File: config.mk
export PLATFORM = sky130hd
export DESIGN_NAME = mirw_regs
export DESIGN_NICKNAME = d
export VERILOG_FILES = /design/src/include/mirw_pkg.sv /design/src/hdl/mirw_regs.sv
export VERILOG_INCLUDE_DIRS = /design/src /design/src/include
export SDC_FILE = /design/constraint.sdc
export NUM_CORES = 1
export LEC_CHECK = 0
export CORE_UTILIZATION = 30
export CTS_CLUSTER_DIAMETER = 150
export CTS_CLUSTER_SIZE = 40
export DETAILED_ROUTE_END_ITERATION = 10
export DONT_BUFFER_PORTS = 1
export SLEW_MARGIN = 0
export SYNTH_ARGS = -nofsm -noshare
export SYNTH_HDL_FRONTEND = slang
export SYNTH_SLANG_ARGS = --single-unit
File: constraint.sdc
create_clock -name core_clk -period 3.47 [get_ports core_clk]
set_input_delay 0.8675 -clock core_clk [delete_from_list [all_inputs] [get_ports core_clk]]
set_output_delay 0.8675 -clock core_clk [all_outputs]
set_load 0.005 [all_outputs]
File: src/include/mirw_consts.svh
`ifndef MIRW_CONSTS_SVH
`define MIRW_CONSTS_SVH

// register offsets
`define MIRW_OFS_DATA_BIT_MON  8'h5B
`define MIRW_OFS_MON_BYTE      8'h5C
`define MIRW_OFS_MON_IRQ_STAT  8'h5D
`define MIRW_OFS_MON_CTRL      8'h5E
`define MIRW_OFS_MON_STATE     8'h5F
`define MIRW_OFS_TOP_IRQ       8'h60
`define MIRW_OFS_SEC_IRQ       8'h61
`define MIRW_OFS_GEN_MODE      8'h62

// reset values
`define MIRW_RST_DATA_BIT_MON  8'hFF
`define MIRW_RST_MON_RX        8'hFF
`define MIRW_RST_MON_TX        8'hFF
`define MIRW_RST_MON_IRQ_STAT  8'h00
`define MIRW_RST_MON_CTRL      8'h00
`define MIRW_RST_TOP_MASK      8'hFF
`define MIRW_RST_SEC_MASK      8'hFF
`define MIRW_RST_GEN_MODE      8'h00

// monitor irq status bits
`define MIRW_MOS_BYTE_RX       7
`define MIRW_MOS_END_RX        6
`define MIRW_MOS_ACKED         5
`define MIRW_MOS_ABORT         4
// monitor control bits
`define MIRW_MOC_RX_IRQ_EN     3
`define MIRW_MOC_RX_ACK_CTRL   2
`define MIRW_MOC_MISC_IRQ_EN   1
`define MIRW_MOC_TX_VALID_CTRL 0
// monitor state / config bits
`define MIRW_MST_TX_ACTIVE     2
`define MIRW_MST_MONITOR_TIMEOUT_ENABLE          0
// top status bits
`define MIRW_TOP_SYNC          5
`define MIRW_TOP_CI            4
`define MIRW_TOP_AUX           3
`define MIRW_TOP_TRAN          2
`define MIRW_TOP_MON           1
`define MIRW_TOP_HDLC          0
`define MIRW_TOP_FORCED        8'hC0
// secondary status bits
`define MIRW_SEC_WAKE          5
`define MIRW_SEC_WDOG          4
`define MIRW_SEC_TIMER2        3
`define MIRW_SEC_TIMER1        2
`define MIRW_SEC_FORCED        8'hC3
// general mode bits
`define MIRW_GM_KICK_FIRST     4
`define MIRW_GM_KICK_SECOND    3
`define MIRW_GM_CLK_CFG        2
`define MIRW_GM_RSS_HI         1
`define MIRW_GM_RSS_LO         0
`define MIRW_RSS_WATCHDOG      2'b11
`define MIRW_RSS_WAKE_CI       2'b10

// timing
`define MIRW_CLK_MHZ           200
`define MIRW_WD_PERIOD_MS      128
`define MIRW_RST_MIN_US        125
`define MIRW_RST_MAX_US        250
`define MIRW_MON_MONITOR_TIMEOUT_ENABLE_FRAMES   32

`endif

File: src/include/mirw_pkg.sv
package mirw_pkg;

    // register port request
    typedef struct packed {
        logic [7:0] addr;
        logic [7:0] wdata;
        logic       wr;
        logic       rd;
    } mirw_bus_req_t;

    // monitor channel, one sample per frame
    typedef struct packed {
        logic       frame;
        logic [7:0] data;
        logic       mx;
        logic       mr;
    } mirw_mon_in_t;

    typedef struct packed {
        logic [7:0] data;
        logic       mx;
        logic       mr;
    } mirw_mon_out_t;

    typedef enum logic [1:0] {
        MIRW_TX_IDLE,
        MIRW_TX_WAIT,
        MIRW_TX_GAP
    } mirw_tx_state_t;

endpackage

File: src/hdl/mirw_regs.sv
// The strobed register port is this design's own decision.
`timescale 1ns/1ps
`include "mirw_consts.svh"
//
// Contract
// RULE1 - read-only byte mirrors bits 7,6 of the four data-access registers
// RULE2 - reading the monitor byte offset returns last received monitor byte
// RULE3 - writing the monitor byte offset loads next byte to transmit
// RULE4 - monitor status upper nibble: received, end, acked, abort; low nibble zero
// RULE5 - receive irq enable 0 suppresses byte-received flag
// RULE6 - ack control 0: ack bit high, flag only for first packet byte
// RULE7 - ack control 1: ack bit per handshake, flag for every byte
// RULE8 - one enable gates end, acked and abort flags together
// RULE9 - valid control 0 holds valid bit 1; set drives it per handshake
// RULE10 - state byte shows transmit active at bit 2, time-out enable at bit 0
// RULE11 - config bit 0 enables monitor time-out
// RULE12 - top status holds six source flags in bits 5..0, upper zero
// RULE13 - reading top status clears nothing; source reads clear flags
// RULE14 - monitor summary flag sets whenever monitor status changes
// RULE15 - auxiliary summary set by wake, watchdog, timer1, timer2 events
// RULE16 - set top mask bit hides flag but keeps it pending; masks reset 1
// RULE17 - ci change flag shows even when masked, but raises no interrupt
// RULE18 - auxiliary mask hides auxiliary flags while keeping them pending
// RULE19 - watchdog expiry sets overflow flag and issues reset pulse
// RULE20 - host must kick 1,0 then 0,1 within every 128 ms
// RULE21 - missed kick sequence expires watchdog: flag plus reset pulse
// RULE22 - mode byte: kicks at 4,3, clock select 2, reset source 1,0
// RULE23 - once watchdog selected, software cannot deactivate it
// RULE24 - reset pulse lasts between 125 and 250 microseconds
// RULE25 - interrupt high while any unmasked top flag is set
module mirw_regs #(
    parameter int WD_CYCLES   = `MIRW_WD_PERIOD_MS * 1000 * `MIRW_CLK_MHZ,
    parameter int RST_CYCLES  = `MIRW_RST_MIN_US * `MIRW_CLK_MHZ,
    parameter int MONITOR_TIMEOUT_ENABLE_FRAMES = `MIRW_MON_MONITOR_TIMEOUT_ENABLE_FRAMES
) (
    input  wire logic                    core_clk,
    input  wire logic                    nrst,
    input  wire mirw_pkg::mirw_bus_req_t bus_req,
    output logic [7:0]                   bus_rdata,
    input  wire logic [7:0]              data_access_ctrl,
    input  wire mirw_pkg::mirw_mon_in_t  mon_in,
    output mirw_pkg::mirw_mon_out_t      mon_out,
    input  wire logic                    sync_transfer_irq,
    input  wire logic                    ci_change_irq,
    input  wire logic                    transceiver_irq,
    input  wire logic                    hdlc_d_irq,
    input  wire logic                    timer_one_irq,
    input  wire logic                    timer_two_irq,
    input  wire logic                    ext_wake_n,
    output logic                         irq,
    output logic                         reset_out,
    output logic                         clock_config_select
);
    import mirw_pkg::*;

    generate
        if (WD_CYCLES < 4 || RST_CYCLES < 2 || MONITOR_TIMEOUT_ENABLE_FRAMES < 1) begin : g_chk
            $error("mirw_regs: counts too small");
        end
    endgenerate

    // register state
    logic [7:0]     rx_byte_r;
    logic [7:0]     tx_byte_r;
    logic [7:0]     mon_stat_r;
    logic [7:0]     mon_ctrl_r;
    logic           monitor_timeout_enable_en_r;
    logic [7:0]     top_mask_r;
    logic [7:0]     sec_stat_r;
    logic [7:0]     sec_mask_r;
    logic [7:0]     mode_r;
    logic           mos_r;
    // monitor channel state
    logic           rx_mx_prev_r;
    logic           in_pkt_r;
    logic           ack_r;
    logic           tx_pend_r;
    mirw_tx_state_t tx_state_r;
    logic [7:0]     monitor_timeout_enable_cnt_r;
    logic [7:0]     tx_data_r;
    logic           mx_r;
    logic           mr_r;
    // watchdog and reset pulse
    logic           wd_armed_r;
    logic           kick_stage_r;
    logic [31:0]    wd_cnt_r;
    logic [31:0]    pulse_cnt_r;
    logic           wake_s1_r;
    logic           wake_s2_r;
    logic           wake_prev_r;
    logic           ci_prev_r;

    // decodes
    function automatic logic hit(input logic [7:0] a, input logic [7:0] ofs);
        hit = (a == ofs);
    endfunction

    logic wr_mon_byte, wr_mon_ctrl, wr_mon_cfg, wr_top, wr_sec, wr_mode;
    logic rd_mon_stat, rd_sec;
    assign wr_mon_byte = bus_req.wr && hit(bus_req.addr, `MIRW_OFS_MON_BYTE);
    assign wr_mon_ctrl = bus_req.wr && hit(bus_req.addr, `MIRW_OFS_MON_CTRL);
    assign wr_mon_cfg  = bus_req.wr && hit(bus_req.addr, `MIRW_OFS_MON_STATE);
    assign wr_top      = bus_req.wr && hit(bus_req.addr, `MIRW_OFS_TOP_IRQ);
    assign wr_sec      = bus_req.wr && hit(bus_req.addr, `MIRW_OFS_SEC_IRQ);
    assign wr_mode     = bus_req.wr && hit(bus_req.addr, `MIRW_OFS_GEN_MODE);
    assign rd_mon_stat = bus_req.rd && hit(bus_req.addr, `MIRW_OFS_MON_IRQ_STAT);
    assign rd_sec      = bus_req.rd && hit(bus_req.addr, `MIRW_OFS_SEC_IRQ);

    // monitor control fields
    logic rx_irq_en, rx_ack_ctrl, misc_irq_en, tx_valid_ctrl;
    assign rx_irq_en     = mon_ctrl_r[`MIRW_MOC_RX_IRQ_EN];
    assign rx_ack_ctrl   = mon_ctrl_r[`MIRW_MOC_RX_ACK_CTRL];
    assign misc_irq_en   = mon_ctrl_r[`MIRW_MOC_MISC_IRQ_EN];
    assign tx_valid_ctrl = mon_ctrl_r[`MIRW_MOC_TX_VALID_CTRL];

    // monitor receive: falling remote valid marks a new byte
    logic new_byte, end_rx;
    assign new_byte = mon_in.frame && !mon_in.mx && rx_mx_prev_r;
    assign end_rx   = mon_in.frame && mon_in.mx && rx_mx_prev_r && in_pkt_r;

    // monitor transmit events
    logic ack_seen, monitor_timeout_enable_hit;
    assign ack_seen = mon_in.frame && tx_state_r == MIRW_TX_WAIT && !mon_in.mr;
    assign monitor_timeout_enable_hit = mon_in.frame && tx_state_r == MIRW_TX_WAIT && mon_in.mr
                      && monitor_timeout_enable_en_r && monitor_timeout_enable_cnt_r == 8'(MONITOR_TIMEOUT_ENABLE_FRAMES - 1);

    // flag events, each gated by its enable
    logic [7:0] mon_evt;
    always_comb begin
        mon_evt = 8'h00;
        // RULE5 RULE6 RULE7 byte-received gating
        mon_evt[`MIRW_MOS_BYTE_RX] = new_byte && rx_irq_en && (rx_ack_ctrl || !in_pkt_r);
        // RULE8 shared enable
        mon_evt[`MIRW_MOS_END_RX]  = end_rx && misc_irq_en;
        mon_evt[`MIRW_MOS_ACKED]   = ack_seen && misc_irq_en;
        mon_evt[`MIRW_MOS_ABORT]   = monitor_timeout_enable_hit && misc_irq_en;
    end

    // receive path sampling
    always_ff @(posedge core_clk or negedge nrst) begin
        if (!nrst) begin
            rx_mx_prev_r <= 1'b1;
            in_pkt_r     <= 1'b0;
            ack_r        <= 1'b0;
            rx_byte_r    <= `MIRW_RST_MON_RX;
        end else if (mon_in.frame) begin
            rx_mx_prev_r <= mon_in.mx;
            if (new_byte) begin
                // RULE2 capture received byte
                rx_byte_r <= mon_in.data;
                in_pkt_r  <= 1'b1;
                ack_r     <= 1'b1;
            end else if (mon_in.mx) begin
                ack_r <= 1'b0;
                if (end_rx) begin
                    in_pkt_r <= 1'b0;
                end
            end
        end
    end

    // transmit byte and pending flag; a write beside the pickup by the sequencer wins
    always_ff @(posedge core_clk or negedge nrst) begin
        if (!nrst) begin
            tx_byte_r <= `MIRW_RST_MON_TX;
            tx_pend_r <= 1'b0;
        end else if (wr_mon_byte) begin
            // RULE3 load next transmit byte
            tx_byte_r <= bus_req.wdata;
            tx_pend_r <= 1'b1;
        end else if (mon_in.frame && tx_pend_r &&
                     (tx_state_r == MIRW_TX_IDLE || tx_state_r == MIRW_TX_GAP)) begin
            tx_pend_r <= 1'b0;
        end
    end

    // transmit sequencer: gap frame with valid high between bytes
    always_ff @(posedge core_clk or negedge nrst) begin
        if (!nrst) begin
            tx_state_r   <= MIRW_TX_IDLE;
            monitor_timeout_enable_cnt_r   <= 8'h00;
            tx_data_r    <= `MIRW_RST_MON_TX;
        end else if (mon_in.frame) begin
            unique case (tx_state_r)
                MIRW_TX_IDLE, MIRW_TX_GAP: begin
                    monitor_timeout_enable_cnt_r <= 8'h00;
                    if (tx_pend_r) begin
                        tx_state_r   <= MIRW_TX_WAIT;
                        tx_data_r    <= tx_byte_r;
                    end else begin
                        tx_state_r <= MIRW_TX_IDLE;
                    end
                end
                MIRW_TX_WAIT: begin
                    if (ack_seen || monitor_timeout_enable_hit) begin
                        tx_state_r <= MIRW_TX_GAP;
                    end else if (monitor_timeout_enable_en_r) begin
                        monitor_timeout_enable_cnt_r <= monitor_timeout_enable_cnt_r + 8'h01;
                    end
                end
            endcase
        end
    end

    // handshake bits, registered
    always_ff @(posedge core_clk or negedge nrst) begin
        if (!nrst) begin
            mx_r <= 1'b1;
            mr_r <= 1'b1;
        end else begin
            // RULE9 valid bit control
            mx_r <= tx_valid_ctrl ? !(tx_state_r == MIRW_TX_WAIT) : 1'b1;
            // RULE6 RULE7 ack bit control
            mr_r <= rx_ack_ctrl ? !ack_r : 1'b1;
        end
    end

    // one driver for the whole output struct, so no field has two writers
    assign mon_out = '{data: tx_data_r, mx: mx_r, mr: mr_r};

    // monitor status: read clears, a new event wins
    always_ff @(posedge core_clk or negedge nrst) begin
        if (!nrst) begin
            mon_stat_r <= `MIRW_RST_MON_IRQ_STAT;
            mos_r      <= 1'b0;
        end else begin
            // RULE4 upper nibble only
            mon_stat_r <= ((rd_mon_stat ? 8'h00 : mon_stat_r) | mon_evt) & 8'hF0;
            // RULE14 summary on any change
            if (|mon_evt) begin
                mos_r <= 1'b1;
            end else if (rd_mon_stat) begin
                mos_r <= 1'b0;
            end
        end
    end

    // control and config registers
    always_ff @(posedge core_clk or negedge nrst) begin
        if (!nrst) begin
            mon_ctrl_r <= `MIRW_RST_MON_CTRL;
            monitor_timeout_enable_en_r  <= 1'b0;
            top_mask_r <= `MIRW_RST_TOP_MASK;
            sec_mask_r <= `MIRW_RST_SEC_MASK;
        end else begin
            if (wr_mon_ctrl) begin
                mon_ctrl_r <= bus_req.wdata & 8'h0F;
            end
            // RULE11 time-out enable
            if (wr_mon_cfg) begin
                monitor_timeout_enable_en_r <= bus_req.wdata[`MIRW_MST_MONITOR_TIMEOUT_ENABLE];
            end
            // RULE16 RULE18 masks, unused bits stuck at 1
            if (wr_top) begin
                top_mask_r <= bus_req.wdata | `MIRW_TOP_FORCED;
            end
            if (wr_sec) begin
                sec_mask_r <= bus_req.wdata | `MIRW_SEC_FORCED;
            end
        end
    end

    // external wake pin: two-stage sync, then falling edge
    always_ff @(posedge core_clk or negedge nrst) begin
        if (!nrst) begin
            wake_s1_r   <= 1'b1;
            wake_s2_r   <= 1'b1;
            wake_prev_r <= 1'b1;
            ci_prev_r   <= 1'b0;
        end else begin
            wake_s1_r   <= ext_wake_n;
            wake_s2_r   <= wake_s1_r;
            wake_prev_r <= wake_s2_r;
            ci_prev_r   <= ci_change_irq;
        end
    end

    logic wake_evt, ci_evt, wd_expire;
    assign wake_evt = wake_prev_r && !wake_s2_r;
    assign ci_evt   = ci_change_irq && !ci_prev_r;

    // general mode; reset source locks once watchdog is chosen
    always_ff @(posedge core_clk or negedge nrst) begin
        if (!nrst) begin
            mode_r     <= `MIRW_RST_GEN_MODE;
            wd_armed_r <= 1'b0;
        end else if (wr_mode) begin
            // RULE22 field layout
            mode_r[7:2] <= {3'b000, bus_req.wdata[4:2]};
            // RULE23 ignore deactivation
            if (!wd_armed_r) begin
                mode_r[1:0] <= bus_req.wdata[1:0];
                wd_armed_r  <= bus_req.wdata[1:0] == `MIRW_RSS_WATCHDOG;
            end
        end
    end

    // kick detection; a write that breaks the sequence starts over
    logic kick_done;
    assign kick_done = wr_mode && kick_stage_r &&
                       !bus_req.wdata[`MIRW_GM_KICK_FIRST] &&
                       bus_req.wdata[`MIRW_GM_KICK_SECOND];

    // RULE20 RULE21 watchdog window
    always_ff @(posedge core_clk or negedge nrst) begin
        if (!nrst) begin
            kick_stage_r <= 1'b0;
            wd_cnt_r     <= 32'h0000_0000;
        end else begin
            if (wr_mode) begin
                kick_stage_r <= bus_req.wdata[`MIRW_GM_KICK_FIRST] &&
                                !bus_req.wdata[`MIRW_GM_KICK_SECOND];
            end
            if (!wd_armed_r || kick_done || wd_expire) begin
                wd_cnt_r <= 32'h0000_0000;
            end else begin
                wd_cnt_r <= wd_cnt_r + 32'h0000_0001;
            end
        end
    end
    assign wd_expire = wd_armed_r && wd_cnt_r == 32'(WD_CYCLES - 1);

    // RULE19 RULE24 reset pulse of fixed length
    logic pulse_start;
    assign pulse_start = wd_expire ||
                         (mode_r[1:0] == `MIRW_RSS_WAKE_CI && (wake_evt || ci_evt));
    always_ff @(posedge core_clk or negedge nrst) begin
        if (!nrst) begin
            pulse_cnt_r <= 32'h0000_0000;
            reset_out   <= 1'b0;
        end else if (pulse_start) begin
            pulse_cnt_r <= 32'(RST_CYCLES - 1);
            reset_out   <= 1'b1;
        end else if (pulse_cnt_r != 32'h0000_0000) begin
            pulse_cnt_r <= pulse_cnt_r - 32'h0000_0001;
        end else begin
            reset_out <= 1'b0;
        end
    end

    // RULE15 RULE19 secondary flags; unmasked bits clear on read
    logic [7:0] sec_evt;
    assign sec_evt = {2'b00, wake_evt, wd_expire, timer_two_irq, timer_one_irq, 2'b00};
    always_ff @(posedge core_clk or negedge nrst) begin
        if (!nrst) begin
            sec_stat_r <= 8'h00;
        end else begin
            sec_stat_r <= ((rd_sec ? (sec_stat_r & sec_mask_r) : sec_stat_r) | sec_evt);
        end
    end

    // RULE12 top status composition
    logic [7:0] top_raw, top_vis;
    assign top_raw = {2'b00, sync_transfer_irq, ci_change_irq,
                      |(sec_stat_r & ~sec_mask_r), transceiver_irq, mos_r, hdlc_d_irq};
    // RULE16 RULE17 masked bits hidden, ci change always shown
    assign top_vis = top_raw & ~(top_mask_r & ~(8'h01 << `MIRW_TOP_CI));

    // RULE25 RULE17 interrupt from unmasked flags only
    always_ff @(posedge core_clk or negedge nrst) begin
        if (!nrst) begin
            irq <= 1'b0;
        end else begin
            irq <= |(top_raw & ~top_mask_r);
        end
    end

    // read mux; RULE13 top status read has no side effect
    logic [7:0] rd_mux;
    always_comb begin
        unique case (bus_req.addr)
            // RULE1 data-access mirror
            `MIRW_OFS_DATA_BIT_MON: rd_mux = data_access_ctrl;
            `MIRW_OFS_MON_BYTE:     rd_mux = rx_byte_r;
            `MIRW_OFS_MON_IRQ_STAT: rd_mux = mon_stat_r;
            `MIRW_OFS_MON_CTRL:     rd_mux = mon_ctrl_r;
            // RULE10 state byte
            `MIRW_OFS_MON_STATE:    rd_mux = {5'b00000, tx_state_r != MIRW_TX_IDLE,
                                              1'b0, monitor_timeout_enable_en_r};
            `MIRW_OFS_TOP_IRQ:      rd_mux = top_vis;
            `MIRW_OFS_SEC_IRQ:      rd_mux = sec_stat_r & ~sec_mask_r;
            `MIRW_OFS_GEN_MODE:     rd_mux = mode_r;
            default:                rd_mux = 8'h00;
        endcase
    end

    always_ff @(posedge core_clk or negedge nrst) begin
        if (!nrst) begin
            bus_rdata <= 8'h00;
        end else if (bus_req.rd) begin
            bus_rdata <= rd_mux;
        end
    end

    assign clock_config_select = mode_r[`MIRW_GM_CLK_CFG];

    // checks
    rd_latency_a: assert property (@(posedge core_clk) disable iff (!nrst) // read timing of the strobed port, not from the contract rules
        bus_req.rd |=> bus_rdata == $past(rd_mux))
        else $error("read data not one cycle after strobe");
    mon_summary_a: assert property (@(posedge core_clk) disable iff (!nrst) // RULE14
        |mon_evt |=> mos_r && (mon_stat_r & $past(mon_evt)) == $past(mon_evt))
        else $error("monitor summary not set on change");
    top_noclear_a: assert property (@(posedge core_clk) disable iff (!nrst) // RULE13
        (bus_req.rd && bus_req.addr == `MIRW_OFS_TOP_IRQ && mos_r) |=> mos_r)
        else $error("top status read cleared a flag");
    ack_const_a: assert property (@(posedge core_clk) disable iff (!nrst) // RULE6
        !rx_ack_ctrl ##1 !rx_ack_ctrl |-> mon_out.mr)
        else $error("ack bit not held high");
    valid_const_a: assert property (@(posedge core_clk) disable iff (!nrst) // RULE9
        !tx_valid_ctrl ##1 !tx_valid_ctrl |-> mon_out.mx)
        else $error("valid bit not held high");
    wd_locked_a: assert property (@(posedge core_clk) disable iff (!nrst) // RULE23
        wd_armed_r |=> wd_armed_r && mode_r[1:0] == `MIRW_RSS_WATCHDOG)
        else $error("watchdog deactivated by software");
    wd_expiry_a: assert property (@(posedge core_clk) disable iff (!nrst) // RULE21
        wd_expire |=> reset_out && sec_stat_r[`MIRW_SEC_WDOG])
        else $error("expiry without flag and pulse");
    pulse_len_a: assert property (@(posedge core_clk) disable iff (!nrst) // RULE24
        $rose(reset_out) |-> reset_out[*2])
        else $error("reset pulse too short");
    irq_level_a: assert property (@(posedge core_clk) disable iff (!nrst) // RULE25
        ##1 irq == $past(|(top_raw & ~top_mask_r)))
        else $error("interrupt output does not follow flags");
    ci_visible_a: assert property (@(posedge core_clk) disable iff (!nrst) // RULE17
        (bus_req.rd && bus_req.addr == `MIRW_OFS_TOP_IRQ && ci_change_irq)
        |=> bus_rdata[`MIRW_TOP_CI])
        else $error("ci change hidden by mask");

    byte_rx_c: cover property (@(posedge core_clk) disable iff (!nrst)
        new_byte ##[1:50] end_rx);
    tx_acked_c: cover property (@(posedge core_clk) disable iff (!nrst)
        wr_mon_byte ##[1:50] ack_seen);
    wd_kick_c: cover property (@(posedge core_clk) disable iff (!nrst)
        wd_armed_r && kick_done);
    wd_fire_c: cover property (@(posedge core_clk) disable iff (!nrst)
        wd_expire);

endmodule

==> metrics, run 1 <==
initial antenna violation count=1; via count of the routed design=5,195; CTS tree=yes; hold_buf cts=0; crit path capture type=flop; Largest stage delay, worst path=0.66 ns; Crit. path cell count=5; Crit Path Category=reg -> reg; Die W=156 um; post-synthesis async set-or-reset flop share=1.00; power share of the clock group=0.426; Yosys warning total=0; Congestion Overflow GR=0; clock sinks=149; Design Area, Final=8060 um2; R2R depth=5; CP required=3.82 ns; DRT Wirelength=16,500 um; internal power=3.01 mW; residual DRC count=0; predominant post-synthesis flop cell=dfrtp_1; full die area=24,300 um2; status=completed; reg-to-reg startpoint=pulse_cnt_r[16]; htree depth=4; worst setup path start=pulse_cnt_r[16]; worst-skew pair later-pin latency=0.42 ns; most frequent CP cell=or4_1; setup bufs post-CTS=0; FP Rows=55; Final nets=736; Hold WC Path Type=in -> async; gr usage total=0.143; Worst Tran Pin Value=0.835 ns; CTS Buf Count=17; cell taking the most area after synthesis=dfrtp_1; Max Root-Sink Buffers=2; VDD IR-drop max=0.000207 V; Starting Density=0.311; post-place instance area=7490 um2; final setup vio count=0; P_sw=1.11 mW; Crit path max-delay family=simple AND/OR/NAND/NOR gates; die height=156 um; Setup TNS=0 ns; Final Hold Vio Count=0; pwr dens=511 nW/um2; slowest stage cell on the critical path=or4_1; largest net degree at the start of global routing=150; Synth Register Bits=149; Critical Path Sink=pulse_cnt_r[30]; Area Overhead vs Synth=13.2%; Clk Tree Root Cell=clkbuf_16; Boundary Pins=67; vias per cell=5.12; per-cell routed wire length=16.3 um; Worst Path Arrival=3.01 ns; layout cell share with drive strength beyond 1=0.206; Final Core Density=0.352; part of the power in combinational logic=0.088; top-count cell post-synth=dfrtp_1; drt pass-1 iters=6; routability cong.=0.780; reg-to-reg endpoint=pulse_cnt_r[30]; Fmax=377 MHz; LEAKAGE=3.20 nW; switching share of power=0.269; Final Cycle Share=0.765; syn_area_per_cell=10.4 um2; CP bufs+invs=0; I/O Buffers=0; number of global-route vias before repair=5,034; Final HPWL DP=11,600 um; Yosys cell types=64; first-pass GRT wire length=27,000 um; drt initial violations=377; Final Max Tran Viols=0; Synth Instances=682; critical path cell sequence=or4_4 > or3_4 > or4_1 > or4_1 > a21oi_1; CTS-repair resized insts=0; clk slew on worst S/H paths=0.07 ns; RSZ-0062 raised after global routing=false; Post-DRT Antenna Nets=0; Post-synth EDFFs=0; max_cap viols=0; min Tclk post-route=2.66 ns; Setup crit start kind=flop; CP max FO=8; clock skew=0.00853 ns; Synth top area share=0.383; sequential area share after synthesis=0.531; synth top area cells=dfrtp_1 38%, dfstp_2 15%, mux2_2 7.3%; reg2reg setup slack=0.81 ns; core area=22,900 um2; relative slew slack=0.438; sequential share of power=0.487; Post-synth top cells=109 x dfrtp_1, 58 x nor2_1, 57 x nand2_1; Net Count, Synth=731; Post-Synthesis Cell Area=7120 um2
[kinds of logic after synthesis]
kind of cell / share of synthesized area
compound gates: 0.103
xor+xnor: 0.0431
fa+ha+maj: 0.00528
buf+inv: 0.0267
flops: 0.531
mux: 0.0742
simple gates: 0.217
[how the worst min path moves through the flow]
stage / from / end / depth (start not counted)
detailed placement: wake_s1_r / wake_s2_r / 0
CTS: nrst / mon_ctrl_r[2] / 0
global placement: wake_s1_r / wake_s2_r / 0
global route: nrst / tx_pend_r / 0
floorplan: wake_s1_r / wake_s2_r / 0
finish: nrst / tx_pend_r / 0
[power groups by stage]
stage          clock [mW]  sequential [mW]  combinational (mW)
5_1_grt              1.86             2.02               0.413
3_5_place_dp            0             2.03               0.365
6_report             1.75             2.00               0.361
3_3_place_gp            0             2.03               0.356
2_1_floorplan           0             2.00               0.293
4_1_cts              1.79             2.00               0.365
[per-layer routing]
metal | up-vias | global-route usage | wire length [um]
met1 | 2584 | 0.191 | 7950
met5 | - | 0 | 0
met3 | 24 | 0.0419 | 874
met2 | 91 | 0.217 | 7360
met4 | 0 | 0.0546 | 340
li1 | 2496 | - | -
[registers in the layout, indices dropped and copies added, names as in the netlist, 2 cells and up]
signal,cells
bus_rdata,8
mode_r,5
mon_ctrl_r,4
mon_stat_r,4
monitor_timeout_enable_cnt_r,8
pulse_cnt_r,32
rx_byte_r,8
sec_mask_r,4
sec_stat_r,4
top_mask_r,6
tx_byte_r,8
tx_data_r,8
tx_state_r,2
wd_cnt_r,32
[area by class of cell]
type / instances / area (um2)
antenna: 1 / 2.50
clock inverter: 15 / 134
multi-input combinational: 487 / 3160
tap: 313 / 392
sequential: 149 / 3780
timing repair buffer: 12 / 90.1
inverter: 20 / 75.1
clock buffer: 17 / 425
fill: 2258 / 14900
[through the flow]
step | total power [mW] | hold slack (ns) | cells | worst slack (ns)
2_1_floorplan | 2.29 | 0.345 | 682 | 0.879
3_3_place_gp | 2.38 | 0.345 | 981 | 0.762
3_5_place_dp | 2.40 | 0.347 | 981 | 0.742
4_1_cts | 4.16 | 0.120 | 1013 | 0.804
5_1_grt | 4.30 | 0.115 | 1013 | 0.690
6_report | 4.11 | 0.146 | 1014 | 0.814
[placed cells by master (no fill, tap or decap), drive strengths merged, types with 4 or more instances in the layout]
cell type / synthesis / routed
a21oi: 38 / 38
inv: 20 / 30
and3: 14 / 14
and2: 5 / 5
or4: 16 / 16
clkbuf: 21 / 17
o31ai: 10 / 10
nor2b: 6 / 6
dfrtp: 109 / 109
nand2b: 12 / 12
nand3b: 4 / 4
o21ai: 29 / 29
mux2: 46 / 46
nor4: 10 / 10
nor3: 16 / 16
o22ai: 10 / 10
xnor2: 13 / 13
nor4b: 5 / 5
xor2: 22 / 22
nand3: 27 / 27
nand2: 58 / 58
or3: 22 / 22
nand4: 19 / 19
nor2: 58 / 58
clkinv: 0 / 4
dfstp: 40 / 40
a222oi: 7 / 7
buf: 5 / 12
Note: power is estimated with default switching activity, not from simulation.
==> run 2, diff against run 1 <==
==> constraint.sdc (replaced) <==
create_clock -name core_clk -period 2.6 [get_ports core_clk]
set_input_delay 0.65 -clock core_clk [delete_from_list [all_inputs] [get_ports core_clk]]
set_output_delay 0.65 -clock core_clk [all_outputs]
set_load 0.005 [all_outputs]
==> metrics, run 2 (synthesized netlist as in run 1, its figures left out) <==
status=finished, violations left; violated checks=negative hold slack; Hold WC Path Type=in -> async; CP bufs+invs=0; reg-to-reg endpoint=pulse_cnt_r[22]; Design Area, Final=8270 um2; most frequent cells in the layout=109 x dfrtp_1, 58 x nor2_1, 57 x nand2_1; Worst Tran Pin Value=0.815 ns; Crit Path Category=reg -> reg; max_cap viols=0; CTS Buf Count=17; clock sinks=149; clk slew on worst S/H paths=0.07 ns; switching share of power=0.268; Largest regs=pulse_cnt_r (32), wd_cnt_r (32); Boundary Pins=67; reg-to-reg startpoint=pulse_cnt_r[16]; sequential share of power=0.475; FP Rows=55; I/O Buffers=0; LEAKAGE=3.32 nW; Final Cycle Share=0.954; htree depth=4; Filler cells=2,288; power share of the clock group=0.437; Crit path max-delay family=simple AND/OR/NAND/NOR gates; CTS tree=yes; Die W=156 um; Final Hold Vio Count=109; largest net degree at the start of global routing=150; Largest stage delay, worst path=0.66 ns; Area Overhead vs Synth=16.2%; die height=156 um; relative slew slack=0.452; clock skew=0.00970 ns; drt pass-1 iters=5; drt initial violations=352; first-pass GRT wire length=27,600 um; gr usage total=0.147; Final Max Tran Viols=0; Setup TNS=0 ns; initial antenna violation count=1; number of global-route vias before repair=5,120; final setup vio count=0; Total Power=5.62 mW; internal power=4.11 mW; core area=22,900 um2; per-cell routed wire length=16.3 um; DRT Wirelength=16,800 um; P_sw=1.51 mW; CP required=2.96 ns; Final nets=754; layout cell share with drive strength beyond 1=0.227; Starting Density=0.311; reg2reg setup slack=0.12 ns; Congestion Overflow GR=0; WHS=-0.0701 ns; min Tclk post-route=2.48 ns; Max Root-Sink Buffers=2; Setup crit start kind=flop; Clk Tree Root Cell=clkbuf_16; crit path capture type=flop; full die area=24,300 um2; pwr dens=680 nW/um2; VDD IR-drop max=0.000424 V; Post-DRT Antenna Nets=0; residual DRC count=0; via count of the routed design=5,332; Worst Path Arrival=2.84 ns; RSZ-0062 raised after global routing=false; leading cell type in the layout, fill and taps excluded=dfrtp_1; worst-skew pair later-pin latency=0.43 ns; routability cong.=0.811; Final HPWL DP=11,700 um; Fmax=403 MHz; CP max FO=4; critical path cell sequence=or4_4 > or3_4 > or4_2 > or3_1 > a21oi_1; vias per cell=5.17; R2R depth=5; slowest stage cell on the critical path=or4_2; post-place instance area=7650 um2; part of the power in combinational logic=0.089
[run 2: changes by cell type in the layout (fill, tap and decap cells not counted)]
| cell | change |
|---|---|
| clkinv_2 | -1 |
| inv_8 | -2 |
| buf_4 | +15 |
| buf_12 | +3 |
| clkbuf_8 | +1 |
| inv_6 | -1 |
| clkinv_4 | +1 |
| or4_4 | +1 |
| clkinvlp_4 | -1 |
| or4_1 | -1 |
| clkinv_8 | +2 |
| clkbuf_16 | +1 |
[run 2: layout make-up]
class,count,area [um2],share of cell area
clock inverters,13,131,0.0159
inverters,20,75.1,0.00908
repair buffers,30,263,0.0318
well taps,313,392,0.0474
multi-input cells,487,3160,0.383
clock buffers,19,464,0.0561
diodes,1,2.50,0.000303
flip-flops and latches,149,3780,0.457
[run 2: worst max-delay path by stage]
| stage | start | end | cells past startpoint |
|---|---|---|---|
| finish | pulse_cnt_r[16] | pulse_cnt_r[22] | 5 |
| global route | pulse_cnt_r[16] | pulse_cnt_r[16] | 6 |
| floorplan | pulse_cnt_r[16] | pulse_cnt_r[28] | 6 |
| detailed placement | pulse_cnt_r[16] | pulse_cnt_r[30] | 5 |
| global placement | pulse_cnt_r[16] | pulse_cnt_r[30] | 5 |
| CTS | pulse_cnt_r[16] | pulse_cnt_r[25] | 6 |
[run 2: routing by layer]
layer  vias up  wire length, um  global-route usage
li1       2545                -                   -
met1      2650             7830               0.199
met2       116             7790               0.220
met3        21              844              0.0447
met4         0              333              0.0556
met5         -                0                   0
[run 2: through the flow]
step	std cells	setup slack, ns	hold WS [ns]	utilization
floorplan	682	0.0726	0.345	-
global placement	997	0.0205	0.347	0.334
detailed placement	997	-0.0207	0.347	0.334
CTS	1029	0.0191	-0.107	0.360
global route	1031	0.0111	-0.106	0.361
finish	1032	0.120	-0.0701	0.361
[run 2: what timing repair did]
action,in CTS,in global routing
pin swaps,0,2
setup endpoints to repair,2,5
buffers inserted,0,2
endpoints found under the hold margin,109,109
gates resized for setup,1,0
[run 2: power by group through the flow]
stage | Combinational (mW) | Sequential [mW] | Clock [mW]
after global routing | 0.558 | 2.69 | 2.62
after global placement | 0.491 | 2.71 | 0
after detailed placement | 0.497 | 2.71 | 0
after floorplan | 0.392 | 2.66 | 0
final | 0.498 | 2.67 | 2.45
after CTS | 0.499 | 2.67 | 2.52
==> run 3, diff against run 2 <==
--- a/config.mk
+++ b/config.mk
@@ -6,6 +6,7 @@
 export SDC_FILE = /design/constraint.sdc
 export NUM_CORES = 1
 export LEC_CHECK = 0
+export CORE_ASPECT_RATIO = 1.1
 export CORE_UTILIZATION = 30
 export CTS_CLUSTER_DIAMETER = 150
 export CTS_CLUSTER_SIZE = 40
==> metrics, run 3 (synthesized netlist as in run 1, its figures left out) <==
status=finished, violations left; worst-skew pair later-pin latency=0.44 ns; clock skew=0.0143 ns; CP max FO=8; Setup TNS=0 ns; CTS Buf Count=17; layout cell share with drive strength beyond 1=0.227; final setup vio count=0; clock sinks=149; Worst Path Arrival=2.86 ns; drt initial violations=378; residual DRC count=0; full die area=24,300 um2; CP required=2.95 ns; Final Hold Vio Count=109; Post-DRT Antenna Nets=0; Final Max Tran Viols=0; drt pass-1 iters=5; via count of the routed design=5,256; core area=23,100 um2; pwr dens=679 nW/um2; diode count=0; Final Core Density=0.357; initial antenna violation count=0; leading cell type in the layout, fill and taps excluded=dfrtp_1; LEAKAGE=3.31 nW; Crit Path Category=reg -> reg; Final HPWL DP=11,000 um; Clk Tree Root Cell=clkbuf_16; Final nets=753; gr usage total=0.139; FP Rows=58; Setup crit start kind=flop; Final Non-Filler Cells=1,017; routability cong.=0.875; per-cell routed wire length=15.7 um; Hold WC Path Type=in -> async; Starting Density=0.308; htree depth=4; Fmax=399 MHz; RSZ-0062 raised after global routing=false; I/O Buffers=0; DRT Wirelength=16,000 um; WHS=-0.0926 ns; Die W=149 um; relative slew slack=0.493; Congestion Overflow GR=0; die height=164 um; Boundary Pins=67; crit path capture type=flop; DP Cell Count=985; number of global-route vias before repair=5,145; violated checks=negative hold slack; CTS tree=yes; vias per cell=5.17; Final Cycle Share=0.965; first-pass GRT wire length=26,500 um; Total Power=5.59 mW; Largest regs=pulse_cnt_r (32), wd_cnt_r (32); max_cap viols=0; min Tclk post-route=2.51 ns; Max Root-Sink Buffers=2; Area Overhead vs Synth=15.6%; most frequent cells in the layout=109 x dfrtp_1, 58 x nor2_1, 57 x nand2_1; clk slew on worst S/H paths=0.07 ns; largest net degree at the start of global routing=150; Worst Tran Pin Value=0.754 ns; VDD IR-drop max=0.000452 V
[run 3: timing repair]
action / in CTS / in global routing
endpoints found under the setup margin: 0 / 4
endpoints found under the hold margin: 109 / 109
buffers inserted: 0 / 0
gates resized for setup: 0 / 2
[run 3: per-layer routing]
metal | GRT usage | vias up | wire [um]
li1 | - | 2534 | -
met1 | 0.182 | 2600 | 7320
met2 | 0.227 | 106 | 7800
met3 | 0.0285 | 16 | 650
met4 | 0.0487 | 0 | 242
met5 | 0 | - | 0
[run 3: worst max-delay path: stages, from the launching register on]
cell	delay [ns]
dfrtp_1	0.38
or4_4	0.53
or3_4	0.35
or4_4	0.59
or4_1	0.43
a21oi_1	0.16
[run 3: layout make-up]
class	count	area, um2
Fill cell	2350	14800
Sequential cell	149	3780
Multi-Input combinational cell	487	3160
Clock buffer	17	425
Tap cell	300	375
Timing Repair Buffer	29	255
Clock inverter	15	154
Inverter	20	75.1
[run 3: worst paths after layout]
kind                                 start  slack, ns              end  cells past startpoint
max in group asynchronous             nrst       2.42             mr_r                      0
max                        pulse_cnt_r[16]       0.09  pulse_cnt_r[30]                      5
max reg2reg                pulse_cnt_r[16]       0.09  pulse_cnt_r[30]                      5
min reg2reg                      wake_s1_r       0.36        wake_s2_r                      0
min                                   nrst      -0.09    sec_stat_r[5]                      0
min in group core_clk           ext_wake_n       0.20        wake_s1_r                      0
[run 3: power by group]
| group | total [mW] | switching [mW] | internal, mW |
|---|---|---|---|
| sequential | 2.67 | 0.141 | 2.53 |
| combinational | 0.511 | 0.268 | 0.243 |
| clock | 2.41 | 1.12 | 1.29 |
[run 3: metrics by stage]
stage / setup slack, ns / instance area [um2]
finish: 0.0909 / 8230
detailed placement: 0.0139 / 7640
global route: 0.0300 / 8230
floorplan: 0.0726 / 7120
CTS: 0.0188 / 8220
global placement: 0.0674 / 7640
